File: src/common/dfcs_params.svh
// constants for the dual flash command sequencer
`ifndef DFCS_PARAMS_SVH
`define DFCS_PARAMS_SVH
// system clock
`define DFCS_CLK_NS 10
// command addresses, low twelve bits only
`define DFCS_UL1_ADDR 12'hAAA
`define DFCS_UL2_ADDR 12'h554
// command bytes
`define DFCS_B_UL1 8'hAA
`define DFCS_B_UL2 8'h55
`define DFCS_B_AUTO 8'h90
`define DFCS_B_PROG 8'hA0
`define DFCS_B_ERASE 8'h80
`define DFCS_B_SECT 8'h30
`define DFCS_B_BULK 8'h10
`define DFCS_B_SUSP 8'hB0
`define DFCS_B_RESET 8'hF0
`define DFCS_B_BYP 8'h20
`define DFCS_B_BYPX 8'h00
// special read locations and answers
`define DFCS_ID_RD_ADDR 8'h02
`define DFCS_PROT_RD_ADDR 8'h04
`define DFCS_PROT_YES 8'h01
`define DFCS_PROT_NO 8'h00
// times in ns
`define DFCS_GAP_NS 50000
`define DFCS_SECT_WIN_NS 80000
`define DFCS_PROG_NS 10000
`define DFCS_ERASE_NS 1000000
`endif

File: src/common/dfcs_pkg.sv
// types shared by the sequencer files
package dfcs_pkg;
  // sequencer states, gray steps along unlock path
  typedef enum logic [3:0] {
    DFCS_READ = 4'h0,
    DFCS_UL1 = 4'h1,
    DFCS_UL2 = 4'h3,
    DFCS_E80 = 4'h2,
    DFCS_E_UL1 = 4'h6,
    DFCS_E_UL2 = 4'h7,
    DFCS_SWIN = 4'h5,
    DFCS_ERASE = 4'h4,
    DFCS_PDATA = 4'hC,
    DFCS_PROG = 4'hD,
    DFCS_AUTO = 4'hF,
    DFCS_BYP90 = 4'hE
  } dfcs_state_t;
  typedef logic [23:0] dfcs_cnt_t;
endpackage

File: src/common/dfcs_tmr_if.sv
// load and expiry signals between sequencer and a countdown timer
`timescale 1ns/10ps
`default_nettype none
interface dfcs_tmr_if;
  logic load;
  logic hold;
  logic done;
  dfcs_pkg::dfcs_cnt_t value;
  modport ctl(output load, output hold, output value, input done);
  modport tmr(input load, input hold, input value, output done);
endinterface
`default_nettype wire

File: src/design/dfcs_timer.sv
// countdown timer that can be paused and reloaded
`timescale 1ns/10ps
`default_nettype none
module dfcs_timer (
  // clock and reset
  input wire logic i_clk,
  input wire logic i_rstn,
  // control from the sequencer
  dfcs_tmr_if.tmr t
);
  import dfcs_pkg::*;
  dfcs_cnt_t cnt;
  dfcs_cnt_t next_cnt;

  // reload wins over counting so a late byte restarts the gap cleanly
  always_comb begin
    next_cnt = cnt;
    if (t.load) begin
      next_cnt = t.value;
    end else if (cnt != '0 && !t.hold) begin
      next_cnt = cnt - 24'h000001;
    end
  end

  always_ff @(posedge i_clk or negedge i_rstn) begin
    if (!i_rstn) begin
      cnt <= '0;
    end else begin
      cnt <= next_cnt;
    end
  end

  // one-cycle pulse on the last count
  assign t.done = (cnt == 24'h000001) && !t.hold && !t.load;
endmodule
`default_nettype wire

File: src/design/dfcs_top.sv
// command decoder and program/erase sequencer for two flash arrays
`timescale 1ns/10ps
`default_nettype none
`include "dfcs_params.svh"
// Notes on behaviour
// eight and four sectors, each protectable
// sector erase, word program, erase suspend
// ready low while programming or erasing
// sector select is OR of three terms
// selects route instruction to its array
// plain writes never store array data
// every command opens with two unlocks, except B0h, 30h, F0h and the bypass A0h, 90h, 00h
// only low twelve address bits compared
// address at strobe fall, data at rise
// identifier read only on primary array
// protection read returns 01h or 00h
// sector erase with queued sectors window
// bulk erase clears unprotected sectors
// B0h pauses sector erase only
// 30h resumes a paused erase
// F0h returns to read, clears error
// 20h enters bypass, short program
// 90h then 00h leaves bypass mode
// execute only complete timely sequences
// bad byte or timeout returns read
// host writes bytes to even addresses
// don't care addresses are even
// reset puts both arrays in read
// timeout and durations are parameters
// protected targets abort without change
module dfcs_top #(
  parameter int AW = 16,
  parameter int GAP_CYC = `DFCS_GAP_NS / `DFCS_CLK_NS,
  parameter int SWIN_CYC = `DFCS_SECT_WIN_NS / `DFCS_CLK_NS,
  parameter int PROG_CYC = (`DFCS_PROG_NS + `DFCS_CLK_NS - 1) / `DFCS_CLK_NS,
  parameter int ERASE_CYC = (`DFCS_ERASE_NS + `DFCS_CLK_NS - 1) / `DFCS_CLK_NS,
  parameter logic [15:0] ID_CODE = 16'h005A // arbitrary value
) (
  // clock and reset
  input wire logic i_clk,
  input wire logic i_rstn,
  // host bus pins
  input wire logic i_write_strobe_pin_n,
  input wire logic [AW-1:0] i_addr,
  input wire logic [15:0] i_data,
  // product terms from the decode_logic_array
  input wire logic [7:0][2:0] i_primary_terms,
  input wire logic [3:0][2:0] i_secondary_terms,
  // protection bits and array macro
  input wire logic [7:0] i_primary_protect,
  input wire logic [3:0] i_secondary_protect,
  input wire logic [15:0] i_array_rdata,
  input wire logic i_array_fail,
  // status
  output logic o_ready_busy_pin,
  output logic o_error_flag_bit,
  output logic o_bypass_mode,
  output logic o_erase_paused,
  // read data to host
  output logic [15:0] o_read_data,
  // array macro control
  output logic o_array_prog,
  output logic o_array_erase,
  output logic o_array_sel,
  output logic [AW-1:0] o_array_addr,
  output logic [15:0] o_array_wdata,
  output logic [7:0] o_erase_mask
);
  import dfcs_pkg::*;
  localparam int BW = 1 + AW + 16 + 24 + 12;

  // three-flop synchroniser for the whole pin bundle
  logic [BW-1:0] s1, s2, s3;
  logic wr_lvl, next_wr_lvl;
  logic wr_b;
  logic [AW-1:0] bus_addr;
  logic [15:0] bus_data;
  logic [7:0][2:0] pt;
  logic [3:0][2:0] st;
  logic [7:0] psel;
  logic [3:0] ssel;
  logic [AW-1:0] cap_addr, next_cap_addr;
  logic wr_fall, wr_rise;

  always_ff @(posedge i_clk or negedge i_rstn) begin
    if (!i_rstn) begin
      s1 <= {1'b1, {(BW-1){1'b0}}};
      s2 <= {1'b1, {(BW-1){1'b0}}};
      s3 <= {1'b1, {(BW-1){1'b0}}};
    end else begin
      s1 <= {i_write_strobe_pin_n, i_addr, i_data, i_primary_terms, i_secondary_terms};
      s2 <= s1;
      s3 <= s2;
    end
  end
  assign {wr_b, bus_addr, bus_data, pt, st} = s3;

  // strobe level moves only when stages two and three agree
  always_comb begin
    next_wr_lvl = (s2[BW-1] == wr_b) ? wr_b : wr_lvl;
    wr_fall = wr_lvl && !next_wr_lvl;
    wr_rise = !wr_lvl && next_wr_lvl;
    next_cap_addr = wr_fall ? bus_addr : cap_addr;
  end

  // each sector select is the OR of its product terms
  always_comb begin
    for (int i = 0; i < 8; i++) begin
      psel[i] = |pt[i];
    end
    for (int j = 0; j < 4; j++) begin
      ssel[j] = |st[j];
    end
  end

  // decode helpers for the byte being taken at strobe rise
  logic hit_p, hit_s, cur_arr, even, same, evt;
  logic [7:0] cur_sel, cur_prot, cb, all_unprot;
  logic [11:0] lo;
  logic is_ul1, is_ul2, at_aaa;
  always_comb begin
    hit_p = |psel;
    hit_s = |ssel;
    cur_arr = !hit_p;
    cur_sel = hit_p ? psel : {4'h0, ssel};
    cur_prot = hit_p ? i_primary_protect : {4'h0, i_secondary_protect};
    all_unprot = hit_p ? ~i_primary_protect : {4'h0, ~i_secondary_protect};
    evt = wr_rise && (hit_p || hit_s);
    lo = cap_addr[11:0];
    cb = bus_data[7:0];
    even = !cap_addr[0];
    is_ul1 = (cb == `DFCS_B_UL1) && (lo == `DFCS_UL1_ADDR);
    is_ul2 = (cb == `DFCS_B_UL2) && (lo == `DFCS_UL2_ADDR);
    at_aaa = (lo == `DFCS_UL1_ADDR) && even;
  end

  // timers for byte gap or sector window, program and erase
  dfcs_tmr_if gap_if ();
  dfcs_tmr_if prog_if ();
  dfcs_tmr_if erase_if ();
  dfcs_timer u_gap (.i_clk(i_clk), .i_rstn(i_rstn), .t(gap_if.tmr));
  dfcs_timer u_prog (.i_clk(i_clk), .i_rstn(i_rstn), .t(prog_if.tmr));
  dfcs_timer u_erase (.i_clk(i_clk), .i_rstn(i_rstn), .t(erase_if.tmr));

  // sequencer state
  dfcs_state_t state, next_state;
  logic arr, next_arr, er_arr, next_er_arr;
  logic bypass, next_bypass, susp, next_susp, bulk, next_bulk;
  logic err, next_err, err_clr;
  logic [7:0] mask, next_mask;
  logic [AW-1:0] paddr, next_paddr;
  logic [15:0] pdata, next_pdata;
  logic gap_load, swin_load;

  assign same = evt && (cur_arr == arr);

  // command decoding; bytes are consumed, never written to the array
  always_comb begin
    next_state = state;
    next_arr = arr;
    next_er_arr = er_arr;
    next_bypass = bypass;
    next_susp = susp;
    next_bulk = bulk;
    next_mask = mask;
    next_paddr = paddr;
    next_pdata = pdata;
    err_clr = 1'b0;
    gap_load = 1'b0;
    swin_load = 1'b0;
    prog_if.load = 1'b0;
    erase_if.load = 1'b0;
    case (state)
      DFCS_READ: begin
        if (evt && even) begin
          next_arr = cur_arr;
          if (bypass && cb == `DFCS_B_PROG) begin
            next_state = DFCS_PDATA;
            gap_load = 1'b1;
          end else if (bypass && cb == `DFCS_B_AUTO) begin
            next_state = DFCS_BYP90;
            gap_load = 1'b1;
          end else if (susp && cb == `DFCS_B_SECT && cur_arr == er_arr) begin
            next_state = DFCS_ERASE;
            next_susp = 1'b0;
          end else if (cb == `DFCS_B_RESET) begin
            err_clr = 1'b1;
          end else if (!bypass && is_ul1) begin
            next_state = DFCS_UL1;
            gap_load = 1'b1;
          end
        end
      end
      DFCS_UL1: begin
        if (same && is_ul2) begin
          next_state = DFCS_UL2;
          gap_load = 1'b1;
        end else if (evt || gap_if.done) begin
          next_state = DFCS_READ;
        end
      end
      DFCS_UL2: begin
        next_state = DFCS_READ;
        if (same && at_aaa) begin
          if (cb == `DFCS_B_AUTO) begin
            next_state = DFCS_AUTO;
          end else if (cb == `DFCS_B_PROG) begin
            next_state = DFCS_PDATA;
            gap_load = 1'b1;
          end else if (cb == `DFCS_B_ERASE && !susp) begin
            next_state = DFCS_E80;
            gap_load = 1'b1;
          end else if (cb == `DFCS_B_BYP && !susp) begin
            next_bypass = 1'b1;
          end
        end else if (!evt && !gap_if.done) begin
          next_state = DFCS_UL2;
        end
      end
      DFCS_E80: begin
        if (same && is_ul1) begin
          next_state = DFCS_E_UL1;
          gap_load = 1'b1;
        end else if (evt || gap_if.done) begin
          next_state = DFCS_READ;
        end
      end
      DFCS_E_UL1: begin
        if (same && is_ul2) begin
          next_state = DFCS_E_UL2;
          gap_load = 1'b1;
        end else if (evt || gap_if.done) begin
          next_state = DFCS_READ;
        end
      end
      DFCS_E_UL2: begin
        next_state = DFCS_READ;
        if (same && even && cb == `DFCS_B_SECT) begin
          next_mask = cur_sel & ~cur_prot;
          next_state = DFCS_SWIN;
          swin_load = 1'b1;
        end else if (same && at_aaa && cb == `DFCS_B_BULK) begin
          next_mask = all_unprot;
          next_bulk = 1'b1;
          next_er_arr = arr;
          if (all_unprot != 8'h00) begin
            next_state = DFCS_ERASE;
            erase_if.load = 1'b1;
          end
        end else if (!evt && !gap_if.done) begin
          next_state = DFCS_E_UL2;
        end
      end
      DFCS_SWIN: begin
        if (same && even && cb == `DFCS_B_SECT) begin
          next_mask = mask | (cur_sel & ~cur_prot);
          swin_load = 1'b1;
        end else if (evt) begin
          next_state = DFCS_READ;
          next_mask = 8'h00;
        end else if (gap_if.done) begin
          next_bulk = 1'b0;
          next_er_arr = arr;
          if (mask != 8'h00) begin
            next_state = DFCS_ERASE;
            erase_if.load = 1'b1;
          end else begin
            next_state = DFCS_READ;
          end
        end
      end
      DFCS_PDATA: begin
        if (same) begin
          // protected sector or the paused erase target drops the program
          if ((cur_sel & cur_prot) != 8'h00 ||
              (susp && arr == er_arr && (cur_sel & mask) != 8'h00)) begin
            next_state = DFCS_READ;
          end else begin
            next_paddr = cap_addr;
            next_pdata = bus_data;
            next_state = DFCS_PROG;
            prog_if.load = 1'b1;
          end
        end else if (evt || gap_if.done) begin
          next_state = DFCS_READ;
        end
      end
      DFCS_PROG: begin
        if (prog_if.done) begin
          next_state = DFCS_READ;
        end
      end
      DFCS_ERASE: begin
        if (erase_if.done) begin
          next_state = DFCS_READ;
          next_mask = 8'h00;
        end else if (evt && even && cur_arr == er_arr && !bulk && cb == `DFCS_B_SUSP) begin
          next_susp = 1'b1;
          next_state = DFCS_READ;
        end
      end
      DFCS_AUTO: begin
        if (evt && even && cb == `DFCS_B_RESET) begin
          next_state = DFCS_READ;
          err_clr = 1'b1;
        end
      end
      DFCS_BYP90: begin
        if (same && even && cb == `DFCS_B_BYPX) begin
          next_bypass = 1'b0;
          next_state = DFCS_READ;
        end else if (evt || gap_if.done) begin
          next_state = DFCS_READ;
        end
      end
      default: begin
        next_state = DFCS_READ;
      end
    endcase
    // a failure sets the flag only in program or erase, states where no reset command is taken
    next_err = (err && !err_clr) ||
               (i_array_fail && (state == DFCS_PROG || state == DFCS_ERASE));
  end

  // timer loads; each accepted byte that awaits a further byte restarts the gap count
  always_comb begin
    gap_if.load = gap_load || swin_load;
    gap_if.value = swin_load ? dfcs_cnt_t'(SWIN_CYC) : dfcs_cnt_t'(GAP_CYC);
    gap_if.hold = 1'b0;
    prog_if.value = dfcs_cnt_t'(PROG_CYC);
    prog_if.hold = 1'b0;
    erase_if.value = dfcs_cnt_t'(ERASE_CYC);
    erase_if.hold = susp;
  end

  // read path: special answers in autoselect, array data otherwise
  logic [15:0] next_rd;
  always_comb begin
    next_rd = i_array_rdata;
    if (state == DFCS_AUTO && bus_addr[7:0] == `DFCS_ID_RD_ADDR && !arr) begin
      next_rd = ID_CODE;
    end else if (state == DFCS_AUTO && bus_addr[7:0] == `DFCS_PROT_RD_ADDR) begin
      next_rd = {8'h00, ((cur_sel & cur_prot) != 8'h00) ? `DFCS_PROT_YES : `DFCS_PROT_NO};
    end
  end

  // register everything; reset leaves both arrays in read mode
  always_ff @(posedge i_clk or negedge i_rstn) begin
    if (!i_rstn) begin
      state <= DFCS_READ;
      wr_lvl <= 1'b1;
      cap_addr <= '0;
      arr <= 1'b0;
      er_arr <= 1'b0;
      bypass <= 1'b0;
      susp <= 1'b0;
      bulk <= 1'b0;
      err <= 1'b0;
      mask <= 8'h00;
      paddr <= '0;
      pdata <= 16'h0000;
      o_read_data <= 16'h0000;
    end else begin
      state <= next_state;
      wr_lvl <= next_wr_lvl;
      cap_addr <= next_cap_addr;
      arr <= next_arr;
      er_arr <= next_er_arr;
      bypass <= next_bypass;
      susp <= next_susp;
      bulk <= next_bulk;
      err <= next_err;
      mask <= next_mask;
      paddr <= next_paddr;
      pdata <= next_pdata;
      o_read_data <= next_rd;
    end
  end

  // outputs decoded from state flops
  assign o_ready_busy_pin = !(state == DFCS_PROG || state == DFCS_ERASE);
  assign o_array_prog = (state == DFCS_PROG);
  assign o_array_erase = (state == DFCS_ERASE);
  assign o_array_sel = o_array_erase ? er_arr : arr;
  assign o_array_addr = paddr;
  assign o_array_wdata = pdata;
  assign o_erase_mask = mask;
  assign o_error_flag_bit = err;
  assign o_bypass_mode = bypass;
  assign o_erase_paused = susp;
endmodule
`default_nettype wire

File: config.mk
export PLATFORM = sky130hd
export DESIGN_NAME = dfcs_top
export DESIGN_NICKNAME = d
export VERILOG_FILES = /design/src/common/dfcs_pkg.sv /design/src/common/dfcs_tmr_if.sv /design/src/design/dfcs_timer.sv /design/src/design/dfcs_top.sv
export VERILOG_INCLUDE_DIRS = /design/src /design/src/common
export SDC_FILE = /design/constraint.sdc
export NUM_CORES = 1
export LEC_CHECK = 0
export BUFFER_PORTS_ARGS = -buffer_cell sky130_fd_sc_hd__buf_2
export CORE_ASPECT_RATIO = 0.8
export CORE_MARGIN = 2
export CORE_UTILIZATION = 30
export CTS_BUF_LIST = sky130_fd_sc_hd__clkbuf_8
export DETAILED_ROUTE_END_ITERATION = 10
export PLACE_DENSITY = 0.56
export RECOVER_POWER = 50
export SLEW_MARGIN = 40
export SYNTH_ARGS = -nofsm -noshare
export SYNTH_HDL_FRONTEND = slang
export SYNTH_SLANG_ARGS = --single-unit
File: constraint.sdc
create_clock -name i_clk -period 3.25 [get_ports i_clk]
set_input_delay 0.325 -clock i_clk [delete_from_list [all_inputs] [get_ports i_clk]]
set_output_delay 0.325 -clock i_clk [all_outputs]
set_load 0.05 [all_outputs]
==> qor.txt, run 1 <==
status: finished with violations
failing checks: max-capacitance violations, max-slew violations
IO Count: 163
busiest grt layer: met2
yosys warns: 0
Rel. slew slack: -0.568
vias per cell: 4.61
Post-synth EDFFs: 0
Reg2Reg Launch Point: s3[27]
Max-Cap Viols: 1
met3 Use GR: 0.0343
Final Hold Viols: 0
Site Rows: 70
fin util: 0.393
worst flop-to-flop path endpoint: state[0]
asr flop ratio synth: 1.00
CTS Buf Count: 57
critical path peak fanout: 9
worst IR drop on VDD: 0.000331 V
share of post-route cells with drive strength above 1: 0.267
Pre-antenna DRT Iters: 5
f_max: 327 MHz
Die Ht: 196 µm
Hold Crit Class: in -> reg
pre-CTS WS: 0.193 ns
DRC viols: 0
syn nets: 1198
met1 Use GR: 0.200
hold worst-path end: o_erase_mask[7]
CP Launch Type: flop
WL final: 33.7 mm
HPWL Detailed: 23.8 mm
sequential fraction of the synthesis area: 0.655
clk slew on worst S/H paths: 0.06 ns
Tcrit/Tclk final: 0.940
endpoints failing setup: 0
ANT nets after route: 0
setup TNS: 0 ns
Nets: 1533
Slew Viols, Final: 85
WP data arrival: 3.58 ns
CP endpoint kind: flop
root buffer cell: clkbuf_8
RSZ-0062 raised after global routing: no
Worst EP required: 3.78 ns
Synth Register Bits: 362
Setup Crit Path Kind: reg -> reg
area delta synth->final: 29.7%
met2 Usage GRT: 0.222
Netlist Area Pre-Place: 13800 µm²
syn_area_per_cell: 12.7 µm²
routability congestion estimate: 0.892
Clock Skews: 0.0338 ns
main flop type after synthesis: dfrtp_1
P per Cell Area: 597 nW/µm²
final worst slack: 0.195 ns
Avg WL per Cell: 16.2 µm
global-route wire length before repair: 54.8 mm
CTS H-tree depth: 2
largest net degree at the start of global routing: 88
grt ovf: 0
initial antenna violation count: 5
r2r setup slk: 0.20 ns
DRT iter0 DRCs: 685
vias in the first global route: 10000
clock tree buffer depth: 3
Initial Util: 0.303
DIE AREA: 47900 µm²
Clock Latency Late Sink: 0.65 ns
PortBufs: 162
Worst Max-Slew Pin Slew: 2.35 ns
Hold Path Cell Cnt: 3
hold path start: i_primary_protect[7]
reg2reg path depth: 9
CTS tree: done
gr usage total: 0.144
clk sink count: 362
DR vias: 9614
Yosys cell types: 81
Core ar.: 45600 µm²
cell count after synthesis: 1092
DIE WIDTH: 244 µm
Leak: 8.03 nW
minimum clock period: 3.05 ns
[power breakdown]
group / leakage, nW / switching, W / total (W) / internal (W)
Combinational: 2.97 / 0.000592 / 0.00114 / 0.000548
Sequential: 4.32 / 0.000344 / 0.00528 / 0.00493
Clock: 0.732 / 0.00182 / 0.00429 / 0.00247
Total: 8.03 / 0.00275 / 0.0107 / 0.00795
[cell type report]
class                           instances  area, µm²
Multi-Input combinational cell        678       4570
Sequential cell                       362       9060
Timing Repair Buffer                  301       2110
Fill cell                            4343      27700
Clock buffer                           78       1070
Inverter                               27        101
Antenna cell                            2       5.00
Clock inverter                         27        245
Tap cell                              612        766
[metal layers]
metal,wire (µm),share of wire
met5,38,0.0011
met2,15400,0.46
met1,15500,0.46
met3,2010,0.060
met4,740,0.022
[worst max-delay path by stage]
| stage | from | to | slack [ns] | cells after the start |
|---|---|---|---|---|
| 2_1_floorplan | u_erase.cnt[8] | o_erase_mask[4] | 0.49 | 8 |
| 3_3_place_gp | s3[9] | state[2] | 0.24 | 9 |
| 3_5_place_dp | s3[27] | state[0] | 0.19 | 9 |
| 4_1_cts | s3[27] | state[0] | 0.16 | 9 |
| 5_1_grt | s3[27] | state[0] | 0.03 | 9 |
| 6_report | s3[27] | state[0] | 0.20 | 9 |
[Yosys cell counts (5+ instances only)]
master     count  area (µm²)
nor3_1        47         235
xnor2_1       35         307
nand2b_1      18         113
o2bb2ai_1      8        70.1
nor2_1       130         488
nand3b_1       8        60.1
nand3_1       14        70.1
nand4_1       13        81.3
ha_1           6        75.1
nor2b_1        7        43.8
clkbuf_1      13        48.8
and2_1        18         113
nor4_1        23         144
nor4bb_1       7        70.1
nor3_2         7        70.1
o21ai_0       18        90.1
or3_1         23         144
or4_1          9        67.6
mux2_2        49         552
o211a_1        5        50.1
or2_2          5        31.3
o211ai_1      12        90.1
nor3b_1        7        52.6
xor2_1        26         228
nand2_1       52         195
inv_1         27         101
o31ai_1       11        82.6
o22ai_1        6        37.5
buf_2          8        40.0
a21oi_1       22         110
dfrtp_1      358        8960
[cell families (layout without fill, tap and decap cells)]
family,Yosys count,after routing,share of synthesized area
other,0,2,0
adders and majority gates,6,6,0.00542
DFF,362,362,0.655
AOI/OAI and AO/OA,135,135,0.0731
and+or+nand+nor,425,425,0.171
muxes,51,51,0.0413
xor gates and xnor gates,61,61,0.0386
buffers and inverters,52,433,0.0159
[cell usage in the layout, fill, tap and decap left out, drive strengths merged, types with 18 or more instances in the layout]
master | netlist | routed
nand4 | 18 | 18
inv | 27 | 44
dfrtp | 358 | 358
nor3 | 56 | 56
or3 | 23 | 23
nor4 | 24 | 24
a21oi | 23 | 23
o21ai | 19 | 19
xnor2 | 35 | 35
nor2 | 132 | 132
mux2 | 49 | 49
dlygate4sd3 | 0 | 87
nand2 | 52 | 52
buf | 12 | 208
nand2b | 19 | 19
clkbuf | 13 | 84
xor2 | 26 | 26
and2 | 18 | 18
[critical path, cell delays in order, from the launching register on]
cell and delay, ns:
dfrtp_1 0.39, nor3_2 0.37, buf_4 0.19, and4_1 0.30, a21oi_1 0.25, o2111ai_1 0.45
nand4_4 0.15, o21ai_1 0.23, and2_1 0.25, mux2_2 0.36
[flip-flops by register name (all words and copies together), names as in the netlist, 8 cells and up]
register	cells
cap_addr	16
o_array_addr	16
o_array_wdata	16
o_erase_mask	8
o_read_data	16
s1	69
s2	69
s3	69
u_erase.cnt	24
u_gap.cnt	24
u_prog.cnt	24
[per-stage QoR]
stage	total power (W)	instance area [µm²]	instances	hold slack [ns]
6_report	0.0107	17900	2087	0.0678
5_1_grt	0.0113	17900	2086	0.0487
4_1_cts	0.0109	17900	2083	0.0128
3_5_place_dp	0.00642	15700	1891	0.335
3_3_place_gp	0.00638	15700	1891	0.332
2_1_floorplan	0.00599	13800	1092	0.0294
[what timing repair did]
item / in CTS / in global routing
buffers inserted: 0 / 2
resized for setup: 0 / 2
endpoints found under the hold margin: 166 / 0
endpoints found under the setup margin: 0 / 10
hold buffers: 87 / 0
Power figures use the tool's default switching activity.
==> inputs of run 2 (changes only) <==
- CORE_UTILIZATION: 30 -> 26
- PLACE_DENSITY: 0.56 -> 0.51
==> qor.txt, run 2 (synthesis results as in run 1) <==
status: finished with violations
failing checks: max-capacitance violations, max-slew violations
Post-Route Hold Slack: 0.0703 ns (+0.00256 ns)
Site Rows: 75 (+7.1%)
DR vias: 9621 (+0.073%)
final std cells w/o fill: 2170 (+4.0%)
gr usage total: 0.125 (-0.0188)
Post-Place Cells: 1976 (+4.5%)
f_max: 330 MHz (+0.96%)
Clock Skews: 0.0344 ns (+0.000654 ns)
Core ar.: 52600 µm² (+15%)
Reg2Reg Launch Point: s3[32]
fin util: 0.343 (-0.0504)
Slew Viols, Final: 78 (-8.2%)
Clock Latency Late Sink: 0.65 ns (about the same)
Max-Cap Viols: 1 (unchanged)
Ant. Diodes: 0 (-2)
commonest non-fill, non-tap cell in the layout: dfrtp_1
Tot Pwr: 0.0106 W (-1.2%)
CTS H-tree depth: 2 (unchanged)
clk sink count: 362 (unchanged)
ANT nets after route: 0 (unchanged)
Leak: 8.01 nW (-0.27%)
worst flop-to-flop path endpoint: state[0]
Pre-antenna DRT Iters: 6 (+1)
Setup Crit Path Kind: reg -> reg
endpoints failing setup: 0 (unchanged)
clk slew on worst S/H paths: 0.06 ns (about the same)
Worst Max-Slew Pin Slew: 2.33 ns (-0.0242 ns)
clock tree buffer depth: 3 (unchanged)
Final Hold Viols: 0 (unchanged)
CP endpoint kind: flop
worst IR drop on VDD: 0.000346 V (+4.6%)
WL final: 33.8 mm (+0.16%)
DRT iter0 DRCs: 647 (-5.5%)
grt ovf: 0 (unchanged)
r2r setup slk: 0.22 ns (+0.03 ns)
RSZ-0062 raised after global routing: no
Die Ht: 210 µm (+7.3%)
critical path peak fanout: 9 (unchanged)
Hold Path Cell Cnt: 3 (unchanged)
vias per cell: 4.43 (-3.8%)
Worst EP required: 3.77 ns (about the same)
number of fill cells: 5237 (+21%)
PortBufs: 162 (unchanged)
hold path start: i_primary_protect[5]
cts repair resizes: 0 (unchanged)
setup TNS: 0 ns (unchanged)
global-route wire length before repair: 54.4 mm (-0.66%)
HPWL Detailed: 23.8 mm (+0.13%)
Rel. slew slack: -0.552 (+0.0162)
IO Count: 163 (unchanged)
share of post-route cells with drive strength above 1: 0.269 (+0.00131)
area delta synth->final: 30.2%
WP data arrival: 3.55 ns (-0.03 ns)
Largest regs: s1: 69 flops, s2: 69 flops, s3: 69 flops
largest net degree at the start of global routing: 82 (-6.8%)
Hold Crit Class: in -> reg
routability congestion estimate: 0.880 (-1.4%)
hold worst-path end: o_erase_mask[5]
CP Launch Type: flop
minimum clock period: 3.03 ns (-0.0291 ns)
CTS Buf Count: 59 (+3.5%)
vias in the first global route: 9986 (-0.56%)
Initial Util: 0.263 (-0.0399)
Tcrit/Tclk final: 0.931 (-0.00895)
DRC viols: 0 (unchanged)
Nets: 1537 (+0.26%)
commonest cells after routing, fill and taps aside: dfrtp_1 (358), buf_2 (158), nor2_1 (130), dlygate4sd3_1 (87), clkbuf_8 (80)
reg2reg path depth: 9 (unchanged)
CTS tree: done
Avg WL per Cell: 15.6 µm (-3.7%)
initial antenna violation count: 1 (-4)
DIE AREA: 55100 µm² (+15%)
root buffer cell: clkbuf_8
P per Cell Area: 587 nW/µm² (-1.6%)
DIE WIDTH: 262 µm (+7.3%)
==> run 2: cell types whose count changed in the layout (fill, tap and decap cells not counted), moves of 2 or more <==
cell and delta:
buf_4 -2, bufinv_16 -3, clkbuf_1 +3, clkbuf_8 +2, clkinv_2 +5, diode_2 -2
inv_1 -4
==> run 2: where the power goes <==
group          total, W  switching (W)  internal [W]
logic           0.00113       0.000585      0.000544
clock network   0.00417        0.00187       0.00230
registers       0.00528       0.000349       0.00494
==> run 2: metrics by stage <==
step,instance area [µm²],setup slack (ns)
finish,18000,0.224
global route,18000,0.0779
CTS,18000,0.241
detailed placement,15900,0.256
global placement,15900,0.0562
floorplan,13800,0.487
==> run 2: layer usage <==
layer,vias to the layer above,share of wire,wire [µm],track usage
li1,4557,-,-,-
met1,4713,0.47,15800,0.174
met2,291,0.45,15300,0.192
met3,60,0.058,1970,0.0291
met4,0,0.021,723,0.0407
met5,-,0,0,0
==> run 2: layout make-up <==
cell class                 count  area, µm²  area share
clock buffer                  80       1100      0.0611
clock inverter                27        185      0.0103
inverter                      27        101     0.00563
multi-input combinational    678       4560       0.253
sequential                   362       9060       0.503
tap                          693        867      0.0481
timing repair buffer         303       2130       0.118
==> run 2: timing repair <==
action,in CTS,in global routing
hold buffers,87,0
setup endpoints to repair,0,0
endpoints found under the hold margin,158,0
setup buffers,0,0
==> run 2: how the worst max path moves through the flow <==
stage                               from               to  slack (ns)
after floorplan           u_erase.cnt[8]  o_erase_mask[4]        0.49
after global placement            s3[34]         state[0]        0.06
after detailed placement          s3[32]         state[0]        0.26
after CTS                         s3[32]         state[0]        0.24
after global routing              s3[27]         state[0]        0.08
final                             s3[32]         state[0]        0.22
==> run 2: worst max-delay path, cell delays in order (launching register included) <==
cell,delay [ns]
dfrtp_1,0.39
nor3_4,0.25
buf_4,0.20
and4_1,0.35
a21oi_1,0.29
o2111ai_1,0.43
nand4_4,0.15
o21ai_1,0.26
and2_1,0.25
mux2_2,0.34
